## src/rtl/adcr_defines.vh

```
// Constants and state codes for the selected-mode serial readout block.
`ifndef ADCR_DEFINES_VH
`define ADCR_DEFINES_VH

// Device clock period in nanoseconds (250 MHz).
`define ADCR_CLK_PERIOD_NS 4
// Result width in bits.
`define ADCR_DATA_BITS 16
// Conversion time window in nanoseconds; plain defaults.
`define ADCR_TCONV_MIN_NS 500
`define ADCR_TCONV_MAX_NS 2200
// Least time rounds up, longest time rounds down.
`define ADCR_CONV_MIN_CYC ((`ADCR_TCONV_MIN_NS + `ADCR_CLK_PERIOD_NS - 1) / `ADCR_CLK_PERIOD_NS)
`define ADCR_CONV_MAX_CYC (`ADCR_TCONV_MAX_NS / `ADCR_CLK_PERIOD_NS)
// Conversion counter width.
`define ADCR_CNT_BITS 12
// Shift counts: plain read, and read behind a start bit.
`define ADCR_SHIFTS_PLAIN 5'h10
`define ADCR_SHIFTS_BUSY 5'h11
// Main state codes.
`define ADCR_ST_IDLE 2'h0
`define ADCR_ST_CONV 2'h1
`define ADCR_ST_WAIT 2'h2
`define ADCR_ST_READ 2'h3

`endif

```

## src/rtl/adcr_sync.v

```verilog
// Two flip-flop synchroniser for one asynchronous pin level.
module adcr_sync (
    // Clock and reset.
    input wire clk,
    input wire srst,
    // Asynchronous level in, synchronised level out.
    input wire async_in,
    output reg sync_out
);

    // First stage; only the second stage reads it.
    reg meta;

    // ********************************************************
    // Two-stage capture
    // ********************************************************
    // Both stages clear on reset so the edge finders start quiet.
    always @(posedge clk) begin
        if (srst) begin
            meta <= 1'b0;
            sync_out <= 1'b0;
        end else begin
            meta <= async_in;
            sync_out <= meta;
        end
    end

endmodule // adcr_sync

```

## src/rtl/adcr_edge.v

```verilog
// Edge finder on a synchronised level, with its one-cycle delayed copy.
module adcr_edge (
    // Clock and reset.
    input wire clk,
    input wire srst,
    // Synchronised level.
    input wire level,
    // Level one cycle earlier, and edge pulses.
    output reg level_d,
    output wire rise,
    output wire fall
);

    // Counts the first cycles after reset, while the synchroniser still
    // fills with the pin level; a change seen then is only that filling.
    reg [1:0] settle;

    // ********************************************************
    // Delay stage
    // ********************************************************
    // The delayed copy is also handed out so callers can see the level
    // that stood just before an edge.
    always @(posedge clk) begin
        if (srst) begin
            level_d <= 1'b0;
            settle <= 2'h0;
        end else begin
            level_d <= level;
            if (settle != 2'h3) begin
                settle <= settle + 2'h1;
            end
        end
    end

    // One-cycle pulses on each transition, quiet until the fill is over,
    // so a pin that idles high gives no false edge after reset.
    assign rise = level & ~level_d & (settle == 2'h3);
    assign fall = ~level & level_d & (settle == 2'h3);

endmodule // adcr_edge

```

## src/rtl/adcr_readout.v

```verilog
// Conversion control and selected-mode serial readout of a 16-bit converter.
`include "adcr_defines.vh"

module adcr_readout #(
    // Conversion length in device clock cycles.
    parameter [11:0] CONV_CYCLES = `ADCR_CONV_MAX_CYC
) (
    // Clock and reset.
    input wire clk,
    input wire srst,
    // Pins from the host, asynchronous to clk.
    input wire conversion_trigger,
    input wire serial_select_input,
    input wire serial_clock,
    // Result of the analog core, valid at conversion end.
    input wire [15:0] conv_result,
    // Serial result pin as output and enable.
    output reg serial_result_output,
    output reg serial_result_output_oe,
    // Status for the surrounding core.
    output reg converting,
    output reg powered_down,
    output reg chain_mode,
    output reg start_bit_enabled
);

    // ********************************************************
    // Pin synchronisers and edge finders
    // ********************************************************

    // Synchronised pin levels.
    wire trig_s;
    wire sel_s;
    wire sck_s;
    // Delayed copies and edge pulses.
    wire trig_d;
    wire sel_d;
    wire trig_rise;
    wire sck_fall;
    // The edge finders stay quiet for the first cycles after reset, while
    // the synchronisers fill with the pin levels; a trigger pin that already
    // stands high at release is therefore never taken for a new conversion.

    adcr_sync u_sync_trig (
        .clk(clk),
        .srst(srst),
        .async_in(conversion_trigger),
        .sync_out(trig_s)
    );

    adcr_sync u_sync_sel (
        .clk(clk),
        .srst(srst),
        .async_in(serial_select_input),
        .sync_out(sel_s)
    );

    adcr_sync u_sync_sck (
        .clk(clk),
        .srst(srst),
        .async_in(serial_clock),
        .sync_out(sck_s)
    );

    adcr_edge u_edge_trig (
        .clk(clk),
        .srst(srst),
        .level(trig_s),
        .level_d(trig_d),
        .rise(trig_rise),
        .fall()
    );

    adcr_edge u_edge_sel (
        .clk(clk),
        .srst(srst),
        .level(sel_s),
        .level_d(sel_d),
        .rise(),
        .fall()
    );

    adcr_edge u_edge_sck (
        .clk(clk),
        .srst(srst),
        .level(sck_s),
        .level_d(),
        .rise(),
        .fall(sck_fall)
    );

    // ********************************************************
    // Select decoding
    // ********************************************************

    // The part is deselected only while both trigger and select are high.
    // In 3-wire use the select pin stays high and the trigger selects; in
    // 4-wire use the trigger stays high and the select pin selects.
    wire deselected;
    wire deselected_d;
    wire select_fall;
    wire deselect_rise;

    assign deselected = trig_s & sel_s;
    assign deselected_d = trig_d & sel_d;
    // Selection begins: trigger fall in 3-wire, select fall in 4-wire.
    assign select_fall = deselected_d & ~deselected;
    // Selection ends: trigger rise in 3-wire, select rise in 4-wire.
    assign deselect_rise = deselected & ~deselected_d;
    // In 3-wire use the trigger rise is also a new conversion and wins; in
    // 4-wire use a select rise alone only floats the line for the next part.

    // The mode choice uses the select level from the cycle before the
    // trigger edge, so a select pin wired to the trigger reads low there.
    wire sel_at_edge;
    assign sel_at_edge = sel_d;

    // ********************************************************
    // State and datapath registers
    // ********************************************************

    // Main state.
    reg [1:0] state;
    reg [1:0] next_state;
    // Conversion cycle counter.
    reg [11:0] conv_cnt;
    // Result shift register; its top bit is the bit on the pin.
    reg [15:0] shreg;
    // Falling clock edges still to come before the pin floats.
    reg [4:0] shifts_left;
    // Start bit currently on the pin, ahead of the MSB.
    reg start_phase;
    // Conversion end, decoded from the counter.
    wire conv_done;

    assign conv_done = (state == `ADCR_ST_CONV) && (conv_cnt == CONV_CYCLES - 12'h001);

    // ********************************************************
    // Next-state logic
    // ********************************************************
    // A trigger rise restarts from every state but CONV, because a
    // new conversion always aborts a readout in progress.
    always @* begin
        next_state = state;
        case (state)
            `ADCR_ST_IDLE: begin
                if (trig_rise) begin
                    next_state = `ADCR_ST_CONV;
                end
            end
            `ADCR_ST_CONV: begin
                // The trigger is not looked at until the count ends.
                if (conv_done) begin
                    if (chain_mode) begin
                        next_state = `ADCR_ST_IDLE;
                    end else if (!trig_s || !sel_s) begin
                        next_state = `ADCR_ST_READ;
                    end else begin
                        next_state = `ADCR_ST_WAIT;
                    end
                end
            end
            `ADCR_ST_WAIT: begin
                // The result waits here until the host selects the part.
                if (trig_rise) begin
                    next_state = `ADCR_ST_CONV;
                end else if (select_fall) begin
                    next_state = `ADCR_ST_READ;
                end
            end
            `ADCR_ST_READ: begin
                if (trig_rise) begin
                    next_state = `ADCR_ST_CONV;
                end else if (deselect_rise) begin
                    next_state = `ADCR_ST_IDLE;
                end else if (sck_fall && shifts_left == 5'h01) begin
                    next_state = `ADCR_ST_IDLE;
                end
            end
            default: begin
                next_state = `ADCR_ST_IDLE;
            end
        endcase
    end

    // ********************************************************
    // State register and conversion control
    // ********************************************************
    // The counter only runs inside a conversion; mode and start-bit flags
    // are fixed at the trigger edge (chain) or at conversion end (selected).
    always @(posedge clk) begin
        if (srst) begin
            state <= `ADCR_ST_IDLE;
            conv_cnt <= 12'h000;
            chain_mode <= 1'b0;
            start_bit_enabled <= 1'b0;
        end else begin
            state <= next_state;
            if (trig_rise && (state != `ADCR_ST_CONV)) begin
                conv_cnt <= 12'h000;
                chain_mode <= ~sel_at_edge;
                // Chain mode decides its start bit from the clock level.
                start_bit_enabled <= ~sel_at_edge & sck_s;
            end else if (state == `ADCR_ST_CONV) begin
                conv_cnt <= conv_cnt + 12'h001;
                if (conv_done && !chain_mode) begin
                    start_bit_enabled <= ~trig_s | ~sel_s;
                end
            end
        end
    end

    // ********************************************************
    // Shift register and bit counting
    // ********************************************************
    // Bits move only on falling serial clock edges, so each bit stands
    // from one falling edge to the next and spans the rising edge between.
    // Count and start flag are reloaded at every conversion end, so a
    // readout cut short leaves nothing stale for the next one.
    always @(posedge clk) begin
        if (srst) begin
            shreg <= 16'h0000;
            shifts_left <= 5'h00;
            start_phase <= 1'b0;
        end else if (conv_done) begin
            shreg <= conv_result;
            if (!trig_s || !sel_s) begin
                // Low start bit first, then sixteen data bits.
                shifts_left <= `ADCR_SHIFTS_BUSY;
                start_phase <= 1'b1;
            end else begin
                shifts_left <= `ADCR_SHIFTS_PLAIN;
                start_phase <= 1'b0;
            end
        end else if (state == `ADCR_ST_READ && sck_fall && shifts_left != 5'h00) begin
            shifts_left <= shifts_left - 5'h01;
            if (start_phase) begin
                // The first fall after the start bit brings up the MSB.
                start_phase <= 1'b0;
            end else begin
                shreg <= {shreg[14:0], 1'b0};
            end
        end
    end

    // ********************************************************
    // Serial result pin
    // ********************************************************
    // The pin is registered so it never glitches between states. The
    // output floats through a conversion, whatever the trigger does, so
    // a pull-up can hold it high until the start bit pulls it low.
    always @(posedge clk) begin
        if (srst) begin
            serial_result_output <= 1'b0;
            serial_result_output_oe <= 1'b0;
        end else begin
            case (next_state)
                `ADCR_ST_CONV: begin
                    serial_result_output <= 1'b0;
                    serial_result_output_oe <= 1'b0;
                end
                `ADCR_ST_READ: begin
                    if (conv_done || (start_phase && !sck_fall)) begin
                        serial_result_output <= 1'b0;
                    end else if (state == `ADCR_ST_READ && sck_fall && !start_phase) begin
                        serial_result_output <= shreg[14];
                    end else if (state == `ADCR_ST_READ && sck_fall) begin
                        // The fall that ends the start bit shows the MSB at once.
                        serial_result_output <= shreg[15];
                    end else begin
                        serial_result_output <= shreg[15];
                    end
                    serial_result_output_oe <= 1'b1;
                end
                `ADCR_ST_IDLE: begin
                    // With nothing to read, the line is driven low only while trigger and select are both low.
                    serial_result_output <= 1'b0;
                    serial_result_output_oe <= ~trig_s & ~sel_s;
                end
                default: begin
                    serial_result_output <= 1'b0;
                    serial_result_output_oe <= 1'b0;
                end
            endcase
        end
    end

    // ********************************************************
    // Status outputs
    // ********************************************************
    // The core powers down as soon as a conversion ends and stays in the
    // acquisition phase until the next trigger; no host action is needed.
    // Both levels are registered from the next state, so they change in
    // the same cycle as the state and never glitch.
    always @(posedge clk) begin
        if (srst) begin
            converting <= 1'b0;
            powered_down <= 1'b1;
        end else begin
            converting <= (next_state == `ADCR_ST_CONV);
            powered_down <= (next_state != `ADCR_ST_CONV);
        end
    end

endmodule // adcr_readout

```

## config.mk

```make
export PLATFORM = sky130hd
export DESIGN_NAME = adcr_readout
export DESIGN_NICKNAME = d
export VERILOG_FILES = /design/src/rtl/adcr_sync.v /design/src/rtl/adcr_edge.v /design/src/rtl/adcr_readout.v
export VERILOG_INCLUDE_DIRS = /design/src /design/src/rtl
export SDC_FILE = /design/constraint.sdc
export NUM_CORES = 1
export LEC_CHECK = 0
export ABC_CLOCK_PERIOD_IN_PS = 4810
export BUFFER_PORTS_ARGS = -buffer_cell sky130_fd_sc_hd__buf_2
export CAP_MARGIN = 15
export CORE_MARGIN = 2
export CORE_UTILIZATION = 45
export DETAILED_ROUTE_END_ITERATION = 12
export PLACE_DENSITY_LB_ADDON = 0.12
export SYNTH_ARGS = -nofsm -noshare
export SYNTH_HDL_FRONTEND = slang
export SYNTH_SLANG_ARGS = --single-unit
```

## constraint.sdc

```tcl
create_clock -name clk -period 4.81 [get_ports clk]
set_input_delay 0.2405 -clock clk [delete_from_list [all_inputs] [get_ports clk]]
set_output_delay 0.2405 -clock clk [all_outputs]
set_load 0.03 [all_outputs]
```

==> results.md <==
* Status: finished, final reports clean
* Die area at 6126 sq um
* Post-Place Cell Area at 2620 sq um
* Crit-path leading delay family: simple AND/OR/NAND/NOR gates
* EDFF count, synth at 0
* Drt drc at 0
* Most common cell after layout, fill and taps aside: dfxtp_1
* Pin count of the biggest net entering global routing at 37
* Critical path endpoint category: register
* Antenna violations before repair at 0
* Post-DP HPWL at 3248 um
* RSZ-0062 raised after global routing: false
* CTS Buf Count at 5
* Vias in the first global route at 1,897
* Slew Viols, Final at 0
* Post-CTS sizing at 0
* Post-route antenna net violation count at 0
* Peak Freq at around 380 MHz
* Area Overhead vs Synth at 10.89%
* # clock sinks at 55
* Design Area, Final at 2753 sq um
* Worst vdd ir at roughly 0.16 mV
* Met2 wire len at 2153 um
* Register area share after synthesis at 0.4435
* CP Launch Type: register
* P_leak at 1.038 nW
* Mapped Area at 2482 sq um
* Routed wire per std cell at 12.78 um
* Power Density at around 320 nW/um^2
* Top sig layer: met4
* Initial Util at 0.4593
* CP Class: register to register
* Fin crit share at 0.5472
* Die W at 78.27 um
* Iteration-0 DRC Markers at 83
* Core footprint at 5405 sq um
* Ys async rst share at 0
* Cells after Synth at 281
* Hold buffers post-CTS at 0
* Vias/cell at 5.131
* Met3 WL post-DR at 196 um
* Total wire length at 4768 um
* Most frequent cells in the layout: dfxtp_1, nand2_1, buf_2, nor2_1, a31oi_1
* Post-layout power at between 0.0008 and 0.0009 W
* Root Driver: clkbuf_8
* Clock Path Buffers at 2
* Crit-path max cell delay at about 0.74 ns
* Reg2Reg Setup Slack at 2.18 ns
* Finished Layout Cells at approximately 370
* Setup violators final at 0
* First-pass GRT wire length at 8514 um
* Vias at 1,914
* CTS H-tree lvls at 2
* Critical-path top delay cell: or4_4
* Synth Net Count at roughly 310
* I/O Pins at 27
* Worst Path Buf+Inv at 1
* CP arrival at 2.81 ns
* RD Place Congestion at 0.7551
* Layout cells sized above 1 at 0.1429
* Final hold violation count at 0
* Syn Area/Cell at 8.834 sq um
* Number of placement rows at 27
* Critical path required time at 4.99 ns
* Filler instances at 536
* Yosys reg bits at 55
* M1 WL at 2353 um
* CTS tree: yes
* # diodes at 0
* Worst-Margin Slew at ~0.80 ns
* Max cap viols at 0
* Worst skew pair latency at 0.31 ns
* Synth cell types at 47
* Crit-path cells: or4b_4 -> or4_4 -> o221ai_2 -> inv_1 -> ha_1 -> nor3b_1
* Sum Neg Setup Slack at 0 ns
* Clock skew at 0.004682 ns
* TritonRoute pass-1 iters at 4
* Post-CTS Setup Bufs at 0
* Placed Cells at 365
* Overall global routing resource usage at 0.1719
* Path category of the worst min-delay check: input port to register
* Grt total ovfl at 0
* PortBufs at 26
* Clock slew at reported path FFs at 0.09 ns
* Final worst path period need at 2.632 ns
* Crit-path max FO at 36
* Die H at 78.27 um
* Syn. warnings at 0
* Dominant register cell in the synthesized netlist: dfxtp_1
* Final net count at 331
* Hold_ws at 0.1372 ns
* Relative slew slack at 0.4604
[worst paths after layout]
path	end	cells past startpoint	start
max	serial_result_output_oe	6	conv_cnt[5]
min	u_sync_sck.meta	2	serial_clock
max reg2reg	serial_result_output_oe	6	conv_cnt[5]
min reg2reg	u_sync_sck.sync_out	1	u_sync_sck.meta
[sequential cells by signal (all words and copies together) (netlist names), 2 cells and up]
signal and cells:
conv_cnt 12, state 2, shifts_left 5, u_edge_trig.settle 2
shreg 16, u_edge_sck.settle 2
[metrics by stage]
stage | util | setup WS [ns]
6_report | 0.5093 | 2.178
5_1_grt | 0.5093 | 2.035
4_1_cts | 0.5093 | 2.174
3_5_place_dp | 0.4847 | 2.193
3_3_place_gp | 0.4847 | 2.268
2_1_floorplan | - | 2.483
[area by class of cell]
class | count | area [sq um] | area share
Multi-Input combinational cell | 202 | 1257 | 0.4568
Inverter | 9 | 33.78 | 0.01227
Clock inverter | 2 | 60.06 | 0.02182
Clock buffer | 6 | 72.57 | 0.02636
Timing Repair Buffer | 27 | 137.6 | 0.05000
Sequential cell | 55 | 1101 | 0.4000
Tap cell | 72 | 90.09 | 0.03273
[per-layer routing]
metal  GRT usage  vias to the layer above
li1            -                     1015
met1      0.2267                      860
met2      0.2810                       32
met3     0.03678                        7
met4     0.05614                        0
met5           0                        -
[cells by family (layout without fill, tap and decap cells)]
group | after synthesis | in the layout | share of synthesized area
AO/OA/AOI/OAI | 53 | 53 | 0.1381
XOR/XNOR | 15 | 15 | 0.05292
adder cells (fa/ha/maj) | 10 | 10 | 0.05040
flip-flops | 55 | 55 | 0.4435
multiplexers | 2 | 2 | 0.008065
AND/OR/NAND/NOR | 122 | 122 | 0.2571
buffers and inverters | 24 | 44 | 0.04990
[cell usage after synthesis, drive strengths merged (5+ instances only)]
cell | n | share of area
o21ai | 19 | 0.043
a31oi | 15 | 0.038
nor3 | 5 | 0.010
ha | 10 | 0.050
clkbuf | 11 | 0.017
xor2 | 12 | 0.042
inv | 9 | 0.014
dfxtp | 55 | 0.44
nor2 | 23 | 0.035
nand3 | 6 | 0.012
nand4 | 8 | 0.020
nand2 | 42 | 0.064
a21oi | 6 | 0.012
nor2b | 11 | 0.028
[power breakdown]
| part | leakage [nW] | internal, W | switching, W | total [W] |
|---|---|---|---|---|
| clock | 0.0654 | 0.000208 | 0.000148 | 0.000356 |
| combinational | 0.527 | 0.0000237 | 0.0000271 | 0.0000508 |
| sequential | 0.446 | 0.000468 | 0.00000722 | 0.000475 |
| total | 1.04 | 0.000699 | 0.000182 | 0.000881 |
(Power assumes the default switching activity.)
